File: src/rtl/tcm_pkg.sv
// Package: register map, field layout, reset values and modes of the timer channel
package tcm_pkg;
	localparam int ADDR_W = 8;
	localparam logic [ADDR_W-1:0] OFS_STATUS_CONTROL = 8'h00;
	localparam logic [ADDR_W-1:0] OFS_VALUE_HIGH = 8'h04;
	localparam logic [ADDR_W-1:0] OFS_VALUE_LOW = 8'h08;
	localparam logic [ADDR_W-1:0] OFS_CONFIG = 8'h0c;
	localparam logic [ADDR_W-1:0] OFS_IRQ_STATUS = 8'h10;
	localparam logic [ADDR_W-1:0] OFS_IRQ_MASK = 8'h14;

	// Fields of channel_status_control
	localparam int SC_FLAG_BIT = 7;
	localparam int SC_IE_BIT = 6;
	localparam int SC_MODE_LSB = 4;
	localparam int SC_ELS_LSB = 2;
	// Field of config
	localparam int CFG_CAS_BIT = 0;
	// Fields of irq status and mask
	localparam int IRQ_EVENT_BIT = 0;
	localparam int IRQ_CAPTURE_BIT = 1;
	localparam int IRQ_W = 2;

	localparam logic [1:0] ELS_RELEASE = 2'h0;
	localparam logic [1:0] ELS_RISE = 2'h1;
	localparam logic [1:0] ELS_FALL = 2'h2;
	localparam logic [1:0] ELS_BOTH = 2'h3;
	localparam logic [1:0] ELS_CLEAR = 2'h2;
	localparam logic [1:0] ELS_SET = 2'h3;
	localparam logic [1:0] ELS_TOGGLE = 2'h1;
	localparam logic [1:0] MS_CAPTURE = 2'h0;
	localparam logic [1:0] MS_COMPARE = 2'h1;

	localparam logic [15:0] RST_VALUE = 16'h0000;
	localparam logic [1:0] RST_MODE_BITS = 2'h0;
	localparam logic [1:0] RST_ELS = 2'h0;
	localparam logic [IRQ_W-1:0] RST_IRQ_MASK = 2'h0;

	typedef enum logic [2:0] {
		TCM_OFF,
		TCM_CAPTURE,
		TCM_COMPARE,
		TCM_EPWM,
		TCM_CPWM
	} tcm_mode_t;
endpackage

File: src/rtl/tcm_channel.sv
// Timer channel: mode decode, capture/compare/PWM pin logic, value latching, AHB-Lite slave
//
// Behaviour
// - Edge/level 00 releases the channel pin.
// - Mode 00 captures rising, falling or both edges.
// - Mode 01 compares: software, toggle, clear, set.
// - Mode 1X gives edge-aligned PWM, either polarity.
// - Centre select gives centre-aligned PWM on up-match and down-match.
// - Value pair holds capture or compare value.
// - Reset clears both value bytes.
// - Capture read freezes pair until other byte.
// - Status/control write releases the read latch.
// - Compare writes buffered until both bytes written.
// - Status/control write discards partial compare pair.
// - Event flag set on edge or match.
// - Flag cleared by read-then-write-zero, event restarts.
//
// The AHB-Lite slave port and the register addresses were decided locally.
`timescale 1ns/1ps
module tcm_channel
	import tcm_pkg::*;
#(
	parameter int CNT_W = 16
) (
	input wire logic hclk,
	input wire logic hresetn,
	input wire logic hsel,
	input wire logic [31:0] haddr,
	input wire logic [1:0] htrans,
	input wire logic hwrite,
	input wire logic [2:0] hsize,
	input wire logic [31:0] hwdata,
	input wire logic hready,
	output logic hreadyout,
	output logic hresp,
	output logic [31:0] hrdata,
	input wire logic [CNT_W-1:0] counter_value,
	input wire logic counter_tick,
	input wire logic counter_down,
	input wire logic counter_overflow,
	input wire logic chan_pin_in,
	output logic chan_pin_out,
	output logic chan_pin_oe,
	output logic chan_pin_released,
	output logic irq
);
	import tcm_pkg::*;

	typedef struct packed {
		logic ap_valid;
		logic ap_write;
		logic [ADDR_W-1:0] ap_addr;
		logic [31:0] rdata;
		logic flag;
		logic ie;
		logic [1:0] mode_bits;
		logic [1:0] els;
		logic cas;
		logic [CNT_W-1:0] value;
		logic [CNT_W-1:0] rd_buf;
		logic rd_latched;
		logic rd_first_hi;
		logic [CNT_W-1:0] wr_buf;
		logic wr_hi;
		logic wr_lo;
		logic clr_armed;
		logic pin_s1;
		logic pin_s2;
		logic pin_prev;
		logic pin_out;
		logic [IRQ_W-1:0] irq_st;
		logic [IRQ_W-1:0] irq_mask;
	} tcm_state_t;

	tcm_state_t st_ff;
	tcm_state_t nxt_st;

	// Mode decode order: edge/level 00 releases the pin whatever else is set,
	// then centre select, then mode bit 1, then mode bit 0.
	// Used for the pin driver, the capture path and the ownership outputs.

	function automatic tcm_mode_t decode_mode(input logic cas, input logic [1:0] ms,
			input logic [1:0] els);
		tcm_mode_t m;
		m = TCM_OFF;
		if (els == ELS_RELEASE) begin
			m = TCM_OFF;
		end else if (cas) begin
			m = TCM_CPWM;
		end else if (ms[1]) begin
			m = TCM_EPWM;
		end else if (ms == MS_COMPARE) begin
			m = TCM_COMPARE;
		end else begin
			m = TCM_CAPTURE;
		end
		return m;
	endfunction

	// Software compare with edge/level 00 still counts matches but owns no pin
	function automatic logic is_compare_like(input logic cas, input logic [1:0] ms);
		return cas || ms[1] || (ms == MS_COMPARE);
	endfunction

	// Bus timing:
	// - a read takes its side effects (latch, clear arm) at its address edge
	// - a write commits at the edge that ends its data phase
	// - so a read straight after a write to the same register sees the old value
	// Pin timing:
	// - two sync stages and the edge detector put a capture about three cycles
	//   after the pin moves; a slower pin costs nothing but latency
	// - pin_out follows a counter tick by one edge
	// Counter side:
	// - matches are only looked at while counter_tick is high, so a stalled
	//   counter does not fire the same match every cycle
	// Flag clear:
	// - reading status/control with the flag up arms the clear
	// - any event in between disarms it so no request is lost
	// - an event in the clearing cycle wins over the clear
	tcm_mode_t mode;
	logic ap_take;
	logic rd_take;
	logic wr_take;
	logic rise;
	logic fall;
	logic cap_event;
	logic match;
	logic event_set;
	logic [CNT_W-1:0] val_view;
	logic [31:0] rd_word;
	logic [7:0] wbyte;
	logic cmp_like;

	always_comb begin
		mode = decode_mode(st_ff.cas, st_ff.mode_bits, st_ff.els);
		cmp_like = is_compare_like(st_ff.cas, st_ff.mode_bits);
		ap_take = hsel && htrans[1] && hready;
		rd_take = ap_take && !hwrite;
		wr_take = st_ff.ap_valid && st_ff.ap_write;
		wbyte = hwdata[7:0];
		rise = st_ff.pin_s2 && !st_ff.pin_prev;
		fall = !st_ff.pin_s2 && st_ff.pin_prev;
		cap_event = 1'b0;
		if (mode == TCM_CAPTURE) begin
			case (st_ff.els)
				ELS_RISE: cap_event = rise;
				ELS_FALL: cap_event = fall;
				ELS_BOTH: cap_event = rise || fall;
				default: cap_event = 1'b0;
			endcase
		end
		match = counter_tick && cmp_like && (counter_value == st_ff.value);
		event_set = cap_event || match;
		val_view = st_ff.rd_latched ? st_ff.rd_buf : st_ff.value;
	end

	always_comb begin
		rd_word = 32'h0000_0000;
		// Unused bits and unmapped offsets read as zero
		case (haddr[ADDR_W-1:0])
			OFS_STATUS_CONTROL: begin
				rd_word[SC_FLAG_BIT] = st_ff.flag;
				rd_word[SC_IE_BIT] = st_ff.ie;
				rd_word[SC_MODE_LSB +: 2] = st_ff.mode_bits;
				rd_word[SC_ELS_LSB +: 2] = st_ff.els;
			end
			OFS_VALUE_HIGH: rd_word[7:0] = val_view[CNT_W-1 -: 8];
			OFS_VALUE_LOW: rd_word[7:0] = val_view[7:0];
			OFS_CONFIG: rd_word[CFG_CAS_BIT] = st_ff.cas;
			OFS_IRQ_STATUS: rd_word[IRQ_W-1:0] = st_ff.irq_st;
			OFS_IRQ_MASK: rd_word[IRQ_W-1:0] = st_ff.irq_mask;
			default: rd_word = 32'h0000_0000;
		endcase
	end

	always_comb begin
		nxt_st = st_ff;

		// Address phase latch; read data is prepared here so hrdata is a flop
		// hsize is ignored: every register is one aligned word
		nxt_st.ap_valid = ap_take;
		nxt_st.ap_write = hwrite;
		nxt_st.ap_addr = haddr[ADDR_W-1:0];
		if (rd_take) begin
			nxt_st.rdata = rd_word;
		end

		// Pin synchroniser; only the second stage feeds the edge detector
		nxt_st.pin_s1 = chan_pin_in;
		nxt_st.pin_s2 = st_ff.pin_s1;
		nxt_st.pin_prev = st_ff.pin_s2;


		// Capture read latch
		// Rereading the byte that froze the pair keeps it frozen;
		// only the other byte or a status/control write lets go
		if (rd_take && mode == TCM_CAPTURE) begin
			if (haddr[ADDR_W-1:0] == OFS_VALUE_HIGH || haddr[ADDR_W-1:0] == OFS_VALUE_LOW) begin
				if (!st_ff.rd_latched) begin
					nxt_st.rd_latched = 1'b1;
					nxt_st.rd_buf = st_ff.value;
					nxt_st.rd_first_hi = (haddr[ADDR_W-1:0] == OFS_VALUE_HIGH);
				end else if ((haddr[ADDR_W-1:0] == OFS_VALUE_HIGH) != st_ff.rd_first_hi) begin
					nxt_st.rd_latched = 1'b0;
				end
			end
		end


		// Reading status/control with the flag up arms the clear
		if (rd_take && haddr[ADDR_W-1:0] == OFS_STATUS_CONTROL && st_ff.flag) begin
			nxt_st.clr_armed = 1'b1;
		end

		if (cap_event) begin
			nxt_st.value = counter_value;
		end

		if (wr_take) begin
			case (st_ff.ap_addr)
				OFS_STATUS_CONTROL: begin
					nxt_st.ie = wbyte[SC_IE_BIT];
					nxt_st.mode_bits = wbyte[SC_MODE_LSB +: 2];
					nxt_st.els = wbyte[SC_ELS_LSB +: 2];
					nxt_st.rd_latched = 1'b0;
					nxt_st.wr_hi = 1'b0;
					nxt_st.wr_lo = 1'b0;
					if (st_ff.clr_armed && !wbyte[SC_FLAG_BIT]) begin
						nxt_st.flag = 1'b0;
					end
					nxt_st.clr_armed = 1'b0;
				end
				OFS_VALUE_HIGH, OFS_VALUE_LOW: begin
					// Compare/PWM buffers the byte, capture writes it straight through
					if (cmp_like) begin
						if (st_ff.ap_addr == OFS_VALUE_HIGH) begin
							nxt_st.wr_buf[CNT_W-1 -: 8] = wbyte;
							nxt_st.wr_hi = 1'b1;
						end else begin
							nxt_st.wr_buf[7:0] = wbyte;
							nxt_st.wr_lo = 1'b1;
						end
					end else if (st_ff.ap_addr == OFS_VALUE_HIGH) begin
						nxt_st.value[CNT_W-1 -: 8] = wbyte;
					end else begin
						nxt_st.value[7:0] = wbyte;
					end
				end
				OFS_CONFIG: nxt_st.cas = wbyte[CFG_CAS_BIT];
				OFS_IRQ_STATUS: nxt_st.irq_st = st_ff.irq_st & ~hwdata[IRQ_W-1:0];
				OFS_IRQ_MASK: nxt_st.irq_mask = hwdata[IRQ_W-1:0];
				default: nxt_st.irq_mask = nxt_st.irq_mask;
			endcase
		end

		// Buffered bytes survive until both halves arrive or status/control is written
		// Both bytes present: move the pair as one word
		if (nxt_st.wr_hi && nxt_st.wr_lo) begin
			nxt_st.value = nxt_st.wr_buf;
			nxt_st.wr_hi = 1'b0;
			nxt_st.wr_lo = 1'b0;
		end

		// Set wins over any clear in the same cycle; a new event restarts the sequence
		if (event_set) begin
			nxt_st.flag = 1'b1;
			nxt_st.clr_armed = 1'b0;
			nxt_st.irq_st[IRQ_EVENT_BIT] = 1'b1;
		end
		if (cap_event) begin
			nxt_st.irq_st[IRQ_CAPTURE_BIT] = 1'b1;
		end


		// Pin driver
		// Mode changes leave pin_out alone so that a PWM output does not glitch
		// when software moves between polarities; the next event sets it right
		case (mode)
			TCM_COMPARE: begin
				if (match) begin
					case (st_ff.els)
						ELS_TOGGLE: nxt_st.pin_out = !st_ff.pin_out;
						ELS_CLEAR: nxt_st.pin_out = 1'b0;
						ELS_SET: nxt_st.pin_out = 1'b1;
						default: nxt_st.pin_out = st_ff.pin_out;
					endcase
				end
			end
			TCM_EPWM: begin
				// Overflow starts the period, the match ends the pulse
				if (match) begin
					nxt_st.pin_out = st_ff.els[0];
				end else if (counter_overflow) begin
					nxt_st.pin_out = !st_ff.els[0];
				end
			end
			TCM_CPWM: begin
				if (match && !counter_down) begin
					nxt_st.pin_out = st_ff.els[0];
				end else if (match && counter_down) begin
					nxt_st.pin_out = !st_ff.els[0];
				end
			end
			default: nxt_st.pin_out = st_ff.pin_out;
		endcase
	end

	always_ff @(posedge hclk or negedge hresetn) begin
		if (!hresetn) begin
			// Everything clears; the named fields restate their own resets
			st_ff <= '0;
			st_ff.value <= RST_VALUE;
			st_ff.rd_buf <= RST_VALUE;
			st_ff.wr_buf <= RST_VALUE;
			st_ff.mode_bits <= RST_MODE_BITS;
			st_ff.els <= RST_ELS;
			st_ff.irq_mask <= RST_IRQ_MASK;
		end else begin
			st_ff <= nxt_st;
		end
	end


	// Zero-wait slave: every transfer completes with OKAY.
	// A slower register file would drive hreadyout from a wait counter here.
	assign hreadyout = 1'b1;
	assign hresp = 1'b0;
	assign hrdata = st_ff.rdata;

	// Pin outputs: the drive value is registered, ownership decodes the mode
	assign chan_pin_out = st_ff.pin_out;
	// Software-only compare keeps the pin released as well
	assign chan_pin_released = (mode == TCM_OFF) || (mode == TCM_CAPTURE);
	assign chan_pin_oe = (mode == TCM_COMPARE) || (mode == TCM_EPWM) || (mode == TCM_CPWM);

	// Interrupt: channel enable path or the summary mask path
	assign irq = (st_ff.flag && st_ff.ie) || |(st_ff.irq_st & st_ff.irq_mask);


	// Address bits above the decoded range and upper write bytes are ignored
	logic unused_ok;
	assign unused_ok = ^{haddr[31:ADDR_W], hsize, hwdata[31:8]};
endmodule

File: config.mk
export PLATFORM = sky130hd
export DESIGN_NAME = tcm_channel
export DESIGN_NICKNAME = d
export VERILOG_FILES = /design/src/rtl/tcm_pkg.sv /design/src/rtl/tcm_channel.sv
export SDC_FILE = /design/constraint.sdc
export NUM_CORES = 1
export LEC_CHECK = 0
export ABC_CLOCK_PERIOD_IN_PS = 7000
export BUFFER_PORTS_ARGS = -buffer_cell sky130_fd_sc_hd__buf_2
export CAP_MARGIN = 20
export CORE_MARGIN = 3
export CORE_UTILIZATION = 57
export DETAILED_ROUTE_END_ITERATION = 10
export MAX_ROUTING_LAYER = met4
export PLACE_DENSITY = 0.94
export SLEW_MARGIN = 25
export SYNTH_ARGS = -nofsm -noshare
export SYNTH_HDL_FRONTEND = slang
export SYNTH_SLANG_ARGS = --single-unit
File: constraint.sdc
create_clock -name hclk -period 7 [get_ports hclk]
set_input_delay 0.35 -clock hclk [delete_from_list [all_inputs] [get_ports hclk]]
set_output_delay 0.35 -clock hclk [all_outputs]
set_load 0.05 [all_outputs]
==> metrics.yaml <==
status: "finished, final reports clean"
cts_buffer_depth: 2
yosysWarnings: 0
async_reset_ff_share_pct: 100
first_global_vias: 3557
cts_root_buffer: "clkbuf_8"
hpwl_mm: 7.77
leakage_nw: 2.31
slew_headroom_pct: 33.1
io_pins: 132
syn2layout_area_growth_pct: 7.11
placed_cells: 579
crit_arrival_ns: 3.27
ys.flop_type: "dfrtp_1"
cts_sinks: 86
fp.dieH_um: 96.8
yosysUniqueCellTypes: 56
hold_viol: 0
ant_nets: 0
grt_pass1_wl_mm: 17.6
grt.total_usage_pct: 24.1
finalCritPeriodShare_pct: 43.3
cp_max_fo: 14
syn_avg_cell_area_um2: 10.4
routed_wl_mm: 10.9
startpoint_type: "flip-flop"
drt_iter0_drc: 310
layout_min_cycle_time_ns: 3.03
io_buffer_count: 53
core_um2: 7850
hp-class: "primary input to async pin"
tightest_slew_ns: 0.996
synth-seq-cells: 86
p_per_area_nw_per_um2: 192
maxCapViolations: 0
start_util_pct: 59.8
max_freq_mhz: 330
antenna_found_initial: 0
grt_max_degree: 87
setup_viol: 0
avgViaCountPerCell: 6.00
end_kind: "flip-flop"
utilization_pct: 64.1
skew_ns: 0.0102
critPathRequiredTime_ns: 7.24
synth_edf_count: 0
final_cells: 595
drcViolationCount: 0
r2r_start: "st_ff[101]"
tns_ns: 0
post-route-cell-area_um2: 5030
vias: 3569
cts_buffers: 9
antenna_cells: 0
detail_route.wl_per_cell_um: 18.3
placed_cell_area_um2: 4830
overflow: 0
dr.pass1.iters: 6
row_count: 32
die_w_um: 96.8
drive_gt1_share_pct: 24.7
rsz0062_at_grt: "no"
nNetsFinal: 588
synth_area_um2: 4700
postCtsSetupBuffers: 0
cts_tree: "built"
htreeDepth: 3
cp-startpoint: "st_ff[101]"
syn_inst: 452
worstSkewPairLatency_ns: 0.36
gp_congestion: 0.918
clk_pin_slew_ns: 0.08
vdd_ir_drop_max_v: 0.0000940
maxSlewViolCount: 0
path_class: "flip-flop to flip-flop"
ys_seq_area_share_pct: 45.8
cts_resized: 0
dieArea_um2: 9360
postCtsHoldBufs: 0
[cell type report]
cell class | count | area (um^2)
Fill cell | 603 | 2820
Multi-Input combinational cell | 325 | 2230
Sequential cell | 86 | 2150
Timing Repair Buffer | 54 | 279
Clock buffer | 12 | 165
Tap cell | 102 | 128
Inverter | 12 | 45.0
Clock inverter | 4 | 30.0
[per-layer routing]
| layer | wire length (um) | track usage, % | up-vias |
|---|---|---|---|
| li1 | - | - | 1615 |
| met1 | 4330 | 30.5 | 1735 |
| met2 | 5420 | 38.3 | 186 |
| met3 | 785 | 3.46 | 33 |
| met4 | 379 | 12.1 | 0 |
| met5 | 0 | - | - |
[registers in the layout (all words and copies together) (netlist names)]
name and count:
nxt_st 2, hrdata 8, st_ff 75, chan_pin_out 1
[cell usage after synthesis, drive strengths merged, types with 2 or more instances]
library cell | count | share of area [%]
o21ai | 36 | 3.8
mux2i | 18 | 3.8
inv | 12 | 0.96
nand2 | 43 | 3.4
buf | 44 | 6.9
o221a | 8 | 1.9
o22ai | 8 | 1.1
or2 | 2 | 0.27
nor2b | 5 | 0.67
a32oi | 2 | 0.37
mux2 | 47 | 11
or3 | 5 | 0.67
nor3b | 2 | 0.56
o31ai | 2 | 0.32
dfrtp | 86 | 46
nor2 | 24 | 1.9
a21oi | 19 | 2.0
nor3 | 10 | 1.4
nand2b | 4 | 0.53
ha | 6 | 1.6
clkbuf | 9 | 0.75
a2111oi | 2 | 0.37
xnor2 | 15 | 2.8
a21o | 3 | 0.48
a211oi | 9 | 1.5
nand4 | 5 | 0.67
nand3 | 6 | 0.64
conb | 2 | 0.16
[cells by family after synthesis]
logic type / count (synthesis) / synth area share (%)
mux: 65 / 15.1
other cells: 2 / 0.160
flops: 86 / 45.8
xor+xnor: 16 / 2.98
simple gates: 113 / 12.0
fa+ha+maj: 6 / 1.60
buf+inv: 65 / 8.58
compound gates: 99 / 13.7
[worst max-delay path, stage by stage (launching register included)]
cell     delay, ns
dfrtp_1       0.37
or3_1         0.39
or4_1         0.71
mux2i_1       0.84
nor2_1        0.32
o21ai_0       0.18
a21oi_1       0.09
[layout by cell type, fill, tap and decap left out, types with 2 or more instances in the layout]
cell type and n:
o31ai_1 2, mux2i_1 18, mux2_1 2, nor2b_1 5, nor3_1 8, conb_1 26, a211oi_1 8, o221a_1 8
nand3_1 6, buf_2 52, a32oi_1 2, o22ai_1 8, nand4_1 5, inv_1 12, a2111oi_0 2, nand2b_1 4
or2_2 2, o21ai_0 35, nor2_1 24, a21oi_1 19, a21o_1 3, or3_1 5, nand2_1 43, dfrtp_1 86
xnor2_1 15, clkbuf_8 12, ha_1 6, mux2_2 45, clkinvlp_4 4
[per-stage QoR]
step                setup WS (ns)  total power [mW]  hold WS [ns]
floorplan                    4.68             0.609        0.0544
global placement             3.87             0.632         0.335
detailed placement           3.77             0.637         0.345
CTS                          4.05             0.966        0.0881
global route                 3.82              1.00        0.0868
finish                       3.97             0.965        0.0207
[report_power, final]
group / total (mW) / switching [mW] / leakage (nW) / internal, mW
registers: 0.521 / 0.0128 / 1.08 / 0.508
clock network: 0.335 / 0.177 / 0.0869 / 0.158
logic: 0.109 / 0.0768 / 1.15 / 0.0317
total: 0.965 / 0.267 / 2.31 / 0.698
[path summary, 6_finish.rpt]
| kind | endpoint | slack, ns | cells after the start |
|---|---|---|---|
| worst min-delay path | st_ff[61] | 0.02 | 1 |
| min in group hclk | nxt_st[6] | 0.10 | 1 |
| worst min register to register | nxt_st[5] | 0.36 | 0 |
| worst max register to register | st_ff[46] | 3.97 | 6 |
| max in group asynchronous | hrdata[1] | 6.45 | 1 |
| worst max-delay path | st_ff[46] | 3.97 | 6 |
Note: power is estimated with default switching activity, not from simulation.
